### src/logic/lrsc_pkg.sv
package lrsc_pkg;

    localparam int XLEN = 32;
    localparam int REG_IDX_W = 5;

    // Instruction field positions, counted from the least significant bit.
    localparam int OPC_HI = 31;
    localparam int OPC_LO = 26;
    localparam int RD_HI = 25;
    localparam int RD_LO = 21;
    localparam int RA_HI = 20;
    localparam int RA_LO = 16;
    localparam int EXCL_BIT = 10;

    localparam logic [5:0] OPC_LOAD_WORD = 6'h32;
    localparam logic [5:0] OPC_STORE_WORD = 6'h36;
    localparam logic [5:0] OPC_BREAK_REG = 6'h26;
    localparam logic [5:0] OPC_BREAK_IMM = 6'h2e;
    localparam logic [4:0] BREAK_SEL = 5'h0c;

    // Carry sits at bit 29 of the machine status register, big-endian numbering.
    localparam int STATUS_CARRY_BIT = 29;
    localparam int STATUS_CARRY_LSB = XLEN - 1 - STATUS_CARRY_BIT;

    localparam int WORD_OFS_W = 2;
    localparam logic [XLEN-1:0] WORD_MASK = 32'hffff_fffc;
    localparam logic [XLEN-1:0] ADDR_RST = 32'h0000_0000;
    localparam logic [XLEN-1:0] DATA_RST = 32'h0000_0000;
    localparam logic [REG_IDX_W-1:0] IDX_RST = 5'h00;
    localparam logic CARRY_RST = 1'b0;

    localparam logic CARRY_SUCCESS = 1'b0;
    localparam logic CARRY_FAIL = 1'b1;

    typedef enum logic [1:0] {
        ST_IDLE,
        ST_LOAD,
        ST_STORE
    } lrsc_state_t;

endpackage

### src/logic/lrsc_resv_if.sv
`timescale 1ns/10ps
interface lrsc_resv_if;
    logic set;
    logic clear;
    logic [lrsc_pkg::XLEN-1:0] set_addr;
    logic valid;
    logic [lrsc_pkg::XLEN-1:0] addr;

    modport owner (
        input set,
        input clear,
        input set_addr,
        output valid,
        output addr
    );

    modport user (
        output set,
        output clear,
        output set_addr,
        input valid,
        input addr
    );
endinterface

### src/logic/lrsc_resv_track.sv
`timescale 1ns/10ps
module lrsc_resv_track (
    input wire logic clk_i,
    input wire logic srst_i,
    lrsc_resv_if.owner resv
);

    logic valid_q;
    logic [lrsc_pkg::XLEN-1:0] addr_q;

    // A clear wins over a set in the same cycle so a cancel is never undone.
    always_ff @(posedge clk_i) begin
        if (srst_i) begin
            valid_q <= 1'b0;
        end else if (resv.clear) begin
            valid_q <= 1'b0;
        end else if (resv.set) begin
            valid_q <= 1'b1;
        end
    end

    always_ff @(posedge clk_i) begin
        if (srst_i) begin
            addr_q <= lrsc_pkg::ADDR_RST;
        end else if (resv.set && !resv.clear) begin
            addr_q <= resv.set_addr & lrsc_pkg::WORD_MASK;
        end
    end

    assign resv.valid = valid_q;
    assign resv.addr = addr_q;
endmodule // lrsc_resv_track

### src/logic/lrsc_unit.sv
`timescale 1ns/10ps
// Contract
// Reserving load returns the word and records a reservation with its word address.
// Conditional store with reservation writes memory and clears carry.
// Conditional store without reservation writes nothing and sets carry.
// Reservation and both accesses work on aligned 32-bit words.
// Neither instruction ever raises an unaligned-access exception.
// Held reservation lets the store proceed even at a different address.
// Only one reservation; a later reserving load replaces the address.
// Store outcome depends only on the latest reserving load.
// Every conditional store clears the reservation afterwards.
// Reset, interrupts, exceptions and both break forms clear the reservation.
// Other masters may still read the location; their reads change nothing.
// Conditional store is opcode 110110 with function bit; address is sum.
// Outcome flag is the carry at bit 29 of the status register.
// Reservation is a valid flag and word address, cleared by reset.
module lrsc_unit (
    input wire logic clk_i,
    input wire logic srst_i,
    input wire logic instr_valid_i,
    input wire logic [lrsc_pkg::XLEN-1:0] instr_i,
    input wire logic [lrsc_pkg::XLEN-1:0] opa_i,
    input wire logic [lrsc_pkg::XLEN-1:0] opb_i,
    input wire logic [lrsc_pkg::XLEN-1:0] store_data_i,
    input wire logic intr_take_i,
    input wire logic exc_take_i,
    input wire logic mem_ack_i,
    input wire logic [lrsc_pkg::XLEN-1:0] mem_rdata_i,
    output logic busy_o,
    output logic done_o,
    output logic load_we_o,
    output logic [lrsc_pkg::REG_IDX_W-1:0] load_rd_o,
    output logic [lrsc_pkg::XLEN-1:0] load_data_o,
    output logic carry_we_o,
    output logic carry_flag_o,
    output logic mem_req_o,
    output logic mem_we_o,
    output logic [lrsc_pkg::XLEN-1:0] mem_addr_o,
    output logic [lrsc_pkg::XLEN-1:0] mem_wdata_o
);

    function automatic logic is_excl(input logic [lrsc_pkg::XLEN-1:0] ins,
                                     input logic [5:0] opc);
        is_excl = (ins[lrsc_pkg::OPC_HI:lrsc_pkg::OPC_LO] == opc) && ins[lrsc_pkg::EXCL_BIT];
    endfunction

    function automatic logic is_break(input logic [lrsc_pkg::XLEN-1:0] ins);
        logic [5:0] opc;
        opc = ins[lrsc_pkg::OPC_HI:lrsc_pkg::OPC_LO];
        is_break = ((opc == lrsc_pkg::OPC_BREAK_REG) || (opc == lrsc_pkg::OPC_BREAK_IMM))
            && (ins[lrsc_pkg::RA_HI:lrsc_pkg::RA_LO] == lrsc_pkg::BREAK_SEL);
    endfunction

    lrsc_resv_if resv ();

    lrsc_resv_track u_track (
        .clk_i(clk_i),
        .srst_i(srst_i),
        .resv(resv.owner)
    );

    lrsc_pkg::lrsc_state_t state_q;
    logic busy_q;
    logic done_q;
    logic load_we_q;
    logic [lrsc_pkg::REG_IDX_W-1:0] load_rd_q;
    logic [lrsc_pkg::XLEN-1:0] load_data_q;
    logic carry_we_q;
    logic carry_q;
    logic mem_req_q;
    logic mem_we_q;
    logic [lrsc_pkg::XLEN-1:0] mem_addr_q;
    logic [lrsc_pkg::XLEN-1:0] mem_wdata_q;
    logic kill_q;

    logic is_lwx;
    logic is_stc;
    logic accept;
    logic take_lwx;
    logic take_stc;
    logic store_go;
    logic cancel;
    logic load_ack;
    logic store_ack;
    logic [lrsc_pkg::REG_IDX_W-1:0] instr_rd;
    logic [lrsc_pkg::XLEN-1:0] eff_addr;

    assign is_lwx = is_excl(instr_i, lrsc_pkg::OPC_LOAD_WORD);
    assign is_stc = is_excl(instr_i, lrsc_pkg::OPC_STORE_WORD);
    assign accept = instr_valid_i && (state_q == lrsc_pkg::ST_IDLE);
    assign take_lwx = accept && is_lwx;
    assign take_stc = accept && is_stc;
    // Only a conditional store that finds the reservation reaches memory.
    assign store_go = take_stc && resv.valid;
    assign instr_rd = instr_i[lrsc_pkg::RD_HI:lrsc_pkg::RD_LO];
    // Low address bits are dropped, never trapped on.
    assign eff_addr = (opa_i + opb_i) & lrsc_pkg::WORD_MASK;
    assign cancel = intr_take_i || exc_take_i
        || (instr_valid_i && is_break(instr_i));
    assign load_ack = (state_q == lrsc_pkg::ST_LOAD) && mem_ack_i;
    assign store_ack = (state_q == lrsc_pkg::ST_STORE) && mem_ack_i;

    // The reservation is set only when the reserving load's data returns.
    assign resv.set = load_ack && !kill_q && !cancel;
    assign resv.set_addr = mem_addr_q;
    assign resv.clear = take_stc || cancel;

    always_ff @(posedge clk_i) begin
        if (srst_i) begin
            state_q <= lrsc_pkg::ST_IDLE;
        end else begin
            case (state_q)
                lrsc_pkg::ST_IDLE: begin
                    if (take_lwx) begin
                        state_q <= lrsc_pkg::ST_LOAD;
                    end else if (store_go) begin
                        state_q <= lrsc_pkg::ST_STORE;
                    end
                end
                lrsc_pkg::ST_LOAD: begin
                    if (mem_ack_i) begin
                        state_q <= lrsc_pkg::ST_IDLE;
                    end
                end
                lrsc_pkg::ST_STORE: begin
                    if (mem_ack_i) begin
                        state_q <= lrsc_pkg::ST_IDLE;
                    end
                end
                default: begin
                    state_q <= lrsc_pkg::ST_IDLE;
                end
            endcase
        end
    end

    // A cancel while the reserving load is in flight keeps it from reserving.
    always_ff @(posedge clk_i) begin
        if (srst_i) begin
            kill_q <= 1'b0;
        end else if (take_lwx) begin
            kill_q <= cancel;
        end else if (state_q == lrsc_pkg::ST_LOAD) begin
            kill_q <= kill_q || cancel;
        end else begin
            kill_q <= 1'b0;
        end
    end

    always_ff @(posedge clk_i) begin
        if (srst_i) begin
            busy_q <= 1'b0;
        end else if (take_lwx || store_go) begin
            busy_q <= 1'b1;
        end else if (load_ack || store_ack) begin
            busy_q <= 1'b0;
        end
    end

    // No lock is asserted on the bus: other masters read the word freely.
    always_ff @(posedge clk_i) begin
        if (srst_i) begin
            mem_req_q <= 1'b0;
            mem_we_q <= 1'b0;
            mem_addr_q <= lrsc_pkg::ADDR_RST;
            mem_wdata_q <= lrsc_pkg::DATA_RST;
        end else if (take_lwx) begin
            mem_req_q <= 1'b1;
            mem_we_q <= 1'b0;
            mem_addr_q <= eff_addr;
        end else if (store_go) begin
            mem_req_q <= 1'b1;
            mem_we_q <= 1'b1;
            mem_addr_q <= eff_addr;
            mem_wdata_q <= store_data_i;
        end else if (load_ack || store_ack) begin
            mem_req_q <= 1'b0;
            mem_we_q <= 1'b0;
        end
    end

    always_ff @(posedge clk_i) begin
        if (srst_i) begin
            load_rd_q <= lrsc_pkg::IDX_RST;
        end else if (take_lwx) begin
            load_rd_q <= instr_rd;
        end
    end

    always_ff @(posedge clk_i) begin
        if (srst_i) begin
            load_we_q <= 1'b0;
            load_data_q <= lrsc_pkg::DATA_RST;
        end else begin
            load_we_q <= load_ack;
            if (load_ack) begin
                load_data_q <= mem_rdata_i;
            end
        end
    end

    always_ff @(posedge clk_i) begin
        if (srst_i) begin
            carry_we_q <= 1'b0;
            carry_q <= lrsc_pkg::CARRY_RST;
        end else if (take_stc && !resv.valid) begin
            carry_we_q <= 1'b1;
            carry_q <= lrsc_pkg::CARRY_FAIL;
        end else if (store_ack) begin
            carry_we_q <= 1'b1;
            carry_q <= lrsc_pkg::CARRY_SUCCESS;
        end else begin
            carry_we_q <= 1'b0;
        end
    end

    always_ff @(posedge clk_i) begin
        if (srst_i) begin
            done_q <= 1'b0;
        end else begin
            done_q <= load_ack || store_ack || (take_stc && !resv.valid);
        end
    end

    assign busy_o = busy_q;
    assign done_o = done_q;
    assign load_we_o = load_we_q;
    assign load_rd_o = load_rd_q;
    assign load_data_o = load_data_q;
    assign carry_we_o = carry_we_q;
    assign carry_flag_o = carry_q;
    assign mem_req_o = mem_req_q;
    assign mem_we_o = mem_we_q;
    assign mem_addr_o = mem_addr_q;
    assign mem_wdata_o = mem_wdata_q;
endmodule // lrsc_unit

### config.mk
export PLATFORM = sky130hd
export DESIGN_NAME = lrsc_unit
export DESIGN_NICKNAME = d
export VERILOG_FILES = /design/src/logic/lrsc_pkg.sv /design/src/logic/lrsc_resv_if.sv /design/src/logic/lrsc_resv_track.sv /design/src/logic/lrsc_unit.sv
export SDC_FILE = /design/constraint.sdc
export NUM_CORES = 1
export LEC_CHECK = 0
export ABC_CLOCK_PERIOD_IN_PS = 5600
export BUFFER_PORTS_ARGS = -buffer_cell sky130_fd_sc_hd__buf_2
export CAP_MARGIN = 20
export CORE_MARGIN = 2
export CORE_UTILIZATION = 50
export CTS_CLUSTER_SIZE = 10
export DETAILED_ROUTE_END_ITERATION = 10
export GPL_ROUTABILITY_DRIVEN = 0
export GPL_TIMING_DRIVEN = 0
export HOLD_SLACK_MARGIN = 0.02
export PLACE_DENSITY_LB_ADDON = 0.08
export SYNTH_ARGS = -nofsm -noshare
export SYNTH_HDL_FRONTEND = slang
export SYNTH_SLANG_ARGS = --single-unit
### constraint.sdc
create_clock -name clk_i -period 5.6 [get_ports clk_i]
set_clock_uncertainty 0.2 [all_clocks]
set_input_delay 0.28 -clock clk_i [delete_from_list [all_inputs] [get_ports clk_i]]
set_output_delay 0.28 -clock clk_i [all_outputs]
set_load 0.01 [all_outputs]
== Word level (Yosys, flattened, before mapping) ==
Cells that the tools add are included.
W data, S select, Z words.

* Flip-flop bits (word level): 110
* Word-level logic and storage cells: 76
* Bits of input ports: 166

* Eq/ne operators: 9
* Reductions and logical operators: 35
* Multiplexer cells: 16
* Bitwise gates (word level): 1
* Add/subtract/negate cells: 1

{| class="wikitable"
|+ Operator list
! cell !! number
|-
| $mux W32 || 2
|-
| $add A32 B32 Y32 || 1
|-
| $eq A6 B6 Y1 const B || 4
|-
| $logic_and A1 B1 Y1 || 13
|-
| $mux W1 || 10
|-
| $logic_or A1 B1 Y1 || 8
|-
| $reduce_bool A2 Y1 || 4
|-
| $mux W2 || 3
|-
| $reduce_or A2 Y1 || 3
|-
| $eq A5 B4 Y1 const B || 1
|-
| $pmux W2 S2 || 1
|-
| $reduce_and A2 Y1 || 2
|-
| $logic_not A1 Y1 || 3
|-
| $ne A3 B3 Y1 const B || 1
|-
| $reduce_bool A3 Y1 || 1
|-
| $eq A2 B1 Y1 const B || 1
|-
| $eq A2 B2 Y1 const B || 1
|-
| $logic_not A2 Y1 || 1
|-
| $ne A2 B1 Y1 const B || 1
|-
| $not A1 Y1 || 1
|}

== Logic depth before layout (Yosys ltp) ==
* Depth after elaboration: 8
* Gate-level depth with buffers: 10

== Cells and area by module ==
A second synthesis with hierarchy kept.

* Cell total of the unflattened synthesis: 846
* Area, all modules: 6964.2 um^2

{| class="wikitable"
|+ Modules (own cells, without submodules)
! module !! cells each !! area an instance (um^2) !! times used
|-
| lrsc_unit || 704 || 5524.0 || 1
|-
| lrsc_resv_track || 142 || 1440.1 || 1
|}

== Worst setup path before layout ==
No wires, ideal clock.

* Path type: input to register
* From: in opa_i[2] in the netlist's numbering
* To: reg mem_addr_q, in the netlist mem_addr_o[25]
* Path buffers: 0
* Path slack: 3.271 ns
* Stages on the path: 9
* Setup time: 0.130 ns
* Arrival time: 1.998 ns
* Required time: 5.270 ns
* Cells stage by stage: ha_1 a21oi_1 a21oi_2 nor3_2 o221ai_4 and4_1 a21boi_1 xor2_1 o21ai_0

* Cells in the longest elaborated chain, start to end: 3

{| class="wikitable"
|+ Ends and longest elaborated chain
! element !! RTL line !! RTL
|-
| from (decl) || lrsc_unit.sv:22 || <nowiki>input wire logic [lrsc_pkg::XLEN-1:0] opa_i,</nowiki>
|-
| $add A32 B32 Y32 * || lrsc_unit.sv:97 || <nowiki>assign eff_addr = (opa_i + opb_i) & lrsc_pkg::WORD_MASK;</nowiki>
|-
| $mux W32 || lrsc_unit.sv:171 || <nowiki>end else if (store_go) begin</nowiki>
|-
| $mux W32 * || lrsc_unit.sv:167 || <nowiki>end else if (take_lwx) begin</nowiki>
|-
| to (signal assigned) || lrsc_unit.sv:165 || <nowiki>mem_addr_q <= lrsc_pkg::ADDR_RST;</nowiki>
|-
| to (signal assigned) || lrsc_unit.sv:170 || <nowiki>mem_addr_q <= eff_addr;</nowiki>
|-
| to (signal assigned) || lrsc_unit.sv:174 || <nowiki>mem_addr_q <= eff_addr;</nowiki>
|-
| to (decl) || lrsc_unit.sv:72 || <nowiki>logic [lrsc_pkg::XLEN-1:0] mem_addr_q;</nowiki>
|}

Mark *: on every way between the ends. The rest lies on a longest branch, timed or not. The select of a mux whose other input is x is not followed.
A chain may end at the register's enable or synchronous reset.

== Worst setup path in the final report ==
* From: reg state_q[1]
* To: reg mem_wdata_q, in the netlist mem_wdata_o[6]

* Cells in the longest elaborated chain, start to end: 5

{| class="wikitable"
|+ Ends and longest elaborated chain
! element !! RTL line !! RTL
|-
| from (decl) || lrsc_unit.sv:62 || <nowiki>lrsc_pkg::lrsc_state_t state_q;</nowiki>
|-
| from (signal assigned) || lrsc_unit.sv:110 || <nowiki>state_q <= lrsc_pkg::ST_IDLE;</nowiki>
|-
| from (signal assigned) || lrsc_unit.sv:115 || <nowiki>state_q <= lrsc_pkg::ST_LOAD;</nowiki>
|-
| from (signal assigned) || lrsc_unit.sv:117 || <nowiki>state_q <= lrsc_pkg::ST_STORE;</nowiki>
|-
| $logic_not A2 Y1 * || lrsc_unit.sv:90 || <nowiki>assign accept = instr_valid_i && (state_q == lrsc_pkg::ST_IDLE);</nowiki>
|-
| $logic_and A1 B1 Y1 * || lrsc_unit.sv:90 ||
|-
| $logic_and A1 B1 Y1, on equally long branches || lrsc_unit.sv:92, lrsc_unit.sv:91 ||
|-
| $logic_and A1 B1 Y1 / $not A1 Y1 (equally long branches) || -- ||
|-
| $reduce_and A2 Y1 (no source line) * || -- ||
|-
| to (signal assigned) || lrsc_unit.sv:166 || <nowiki>mem_wdata_q <= lrsc_pkg::DATA_RST;</nowiki>
|-
| to (signal assigned) || lrsc_unit.sv:175 || <nowiki>mem_wdata_q <= store_data_i;</nowiki>
|-
| to (decl) || lrsc_unit.sv:73 || <nowiki>logic [lrsc_pkg::XLEN-1:0] mem_wdata_q;</nowiki>
|}

Mark *: on every way between the ends. The rest lies on a longest branch, timed or not.

==> impl_metrics.yaml <==
sta:
  fin_crit_ns: 2.73
  timing.final.ws_setup_ns: 2.87
  slew_headroom_pct: 52.3
  hold_slack_ns: 0.0536
  tightest_slew_ns: 0.712
  timing.fmax_mhz: 367
  setup_tns_ns: 0
  setup-violations-final: 0
  fin_crit_sh_pct: 48.7
  hold_violations: 0
  slew_violations: 0
  rsz0062_at_grt: "no"
grt:
  grt_antenna_before_repair: 0
  grt_pass1_vias: 6200
  grt_usage_pct: 31.2
  grt_first_pass_wirelength_mm: 28.7
  gr-total-overflow: 0
  grt_max_degree: 20
synthesis:
  synth_edf_count: 0
  synthCells: 688
  synth_ff_type: "dfxtp_1"
  syn_area_um2: 5370
  async_flop_share_pct: 0
  ys_ff_latch: 109
  ys_seq_area_share_pct: 40.6
  post_synth.cell_area_avg_um2: 7.81
  yosysUniqueCellTypes: 53
  ys_warn_count: 0
cells_and_area:
  final_common_cell: "buf_2"
  synthToLayoutAreaGrowth_pct: 44.7
  nets: 1225
  antennaDiodeCount: 0
  drive_gt1_share_pct: 27.6
  final_cell_mix: "256 x buf_2, 190 x nand2_1, 117 x a21oi_1"
worst_setup_path:
  start_kind: "register"
  cp.arrival_ns: 2.84
  end_kind: "register"
  crit_type: "reg -> reg"
  path_max_fanout: 10
  cp.required_ns: 5.71
route:
  via_per_inst: 5.39
  wl_per_cell_um: 15.6
  ant_nets: 0
  wl_mm: 18.3
  vias: 6289
  drc_errors: 0
  drt_first_pass_iters: 8
  drt_iter0_drc: 529
pwr:
  power_density_nw_per_um2: 212
  p_leak_nw: 3.49
  pwr-share-comb_pct: 18.5
  ir_drop_mv: 0.122
  swShare_pct: 27.5
  p_clk_share_pct: 34.5
  seq_power_share_pct: 47.0
  p_sw_mw: 0.455
  intPower_mw: 1.20
floorplanning:
  die_h_um: 108
  die_area_um2: 11600
  floorplan.initialDensity_pct: 51.8
  io_pins: 274
  core_area_um2: 10400
  core.rowCount: 37
  die_w_um: 108
clock_tree:
  h-tree-depth: 3
  clk_pin_slew_ns: 0.11
  cts_tree: "built"
  cts_buffers: 9
  insertion_delay_ns: 0.39
  clockBufferDepth: 2
  root_buffer: "clkbuf_8"
  cts_sinks: 109
placed_design:
  pre_cts_ws_ns: 2.87
  place.port_buffers: 254
  dp_hpwl_mm: 13.1
flow_run:
  drv_cap: 0
min_path:
  hold_path_class: "in -> reg"
run_status:
  status: "complete, no violations"
-- routing by layer --
metal  track usage (%)  wire length, µm
met3              5.27             1300
met5                 0                0
met4              15.7              705
met1              35.0             7060
met2              56.6             9200
-- cell usage after synthesis, types with 2 or more instances --
cell type,instances,area (µm²)
a31oi_1,4,25.0
a21oi_1,117,586
a21o_1,10,75.1
mux2i_1,6,60.1
clkbuf_1,34,128
nor4_1,3,18.8
o21ai_0,17,85.1
nand2b_1,2,12.5
nand4b_1,3,26.3
buf_4,3,22.5
a22o_1,2,17.5
inv_1,9,33.8
nand2_1,190,713
xnor2_1,14,123
nand4_1,11,68.8
or4_1,2,15.0
a21boi_0,2,15.0
nor2_1,32,120
or3_1,2,12.5
buf_1,3,11.3
o21a_1,3,22.5
a211oi_1,5,37.5
o21ai_1,8,40.0
and2_1,3,18.8
nand3_1,11,55.1
dfxtp_1,109,2180
o311ai_1,2,17.5
xor2_1,11,96.3
o211ai_1,4,30.0
nor3_2,2,20.0
ha_1,33,413
a211oi_2,2,25.0
nor3_1,8,40.0
and4_1,2,17.5
-- layout make-up --
type                    instances  area (µm²)
multi-input cells             530        2990
fillers                       795        2600
flip-flops and latches        109        2180
repair buffers                326        1990
well taps                     136         170
plain buffers                  41         166
clock buffers                  10         138
clock inverters                 6         104
inverters                       9        33.8
-- per-stage QoR --
step | area, µm² | utilization, % | instances | power, mW
CTS | 7770 | 75.0 | 1167 | 1.65
detailed placement | 6820 | 65.8 | 1080 | 1.05
global route | 7770 | 75.0 | 1167 | 1.72
floorplan | 5380 | - | 689 | 0.959
global placement | 6820 | 65.7 | 1079 | 1.05
finish | 7770 | 75.0 | 1167 | 1.65
-- final timing paths --
check	end	slack, ns	start	cells after the start
worst max-delay path	mem_wdata_o[6]$_SDFFE_PP0P_	2.87	state_q[1]$_SDFFE_PP0P_	8
worst min-delay path	u_track.resv.valid$_SDFFE_PP0P_	0.05	intr_take_i	4
worst max register to register	mem_wdata_o[6]$_SDFFE_PP0P_	2.87	state_q[1]$_SDFFE_PP0P_	8
worst min register to register	mem_addr_o[30]$_SDFFE_PP0P_	0.25	mem_addr_o[30]$_SDFFE_PP0P_	2
-- power groups by stage --
stage / clock [mW] / sequential, mW / combinational, mW
final: 0.569 / 0.777 / 0.305
after global routing: 0.609 / 0.777 / 0.334
after CTS: 0.572 / 0.777 / 0.299
after detailed placement: 0 / 0.794 / 0.258
after global placement: 0 / 0.794 / 0.252
after floorplan: 0 / 0.795 / 0.164
-- flip-flops by register name, summed over array words and instances (netlist names) --
register            flops
busy_o                  1
carry_flag_o            1
carry_we_o              1
done_o                  1
kill_q                  1
load_data_o            32
load_rd_o               5
load_we_o               1
mem_addr_o             30
mem_wdata_o            32
mem_we_o                1
state_q                 2
u_track.resv.valid      1
-- worst max-delay path, cell delays in order (launching register included) --
cell,delay [ns]
dfxtp_1,0.36
inv_1,0.09
ha_1,0.23
nand4b_1,0.25
nor4_1,0.57
buf_2,0.27
clkbuf_1,0.35
nand2_1,0.14
a21oi_1,0.17
-- logic make-up after synthesis --
| logic type | after synthesis | synth area share [%] |
|---|---|---|
| xor+xnor | 25 | 4.08 |
| mux | 6 | 1.12 |
| other cells | 1 | 0.0698 |
| flops | 109 | 40.6 |
| buf+inv | 50 | 3.73 |
| fa+ha+maj | 33 | 7.69 |
| compound gates | 190 | 21.2 |
| simple gates | 274 | 21.5 |
-- what timing repair did --
| item | in CTS | in global routing |
|---|---|---|
| hold endpoints to repair | 71 | 0 |
| resized for setup | 0 | 0 |
| setup buffers | 0 | 0 |
| hold buffers | 71 | 0 |
| setup endpoints to repair | 0 | 0 |
(Power assumes the default switching activity.)
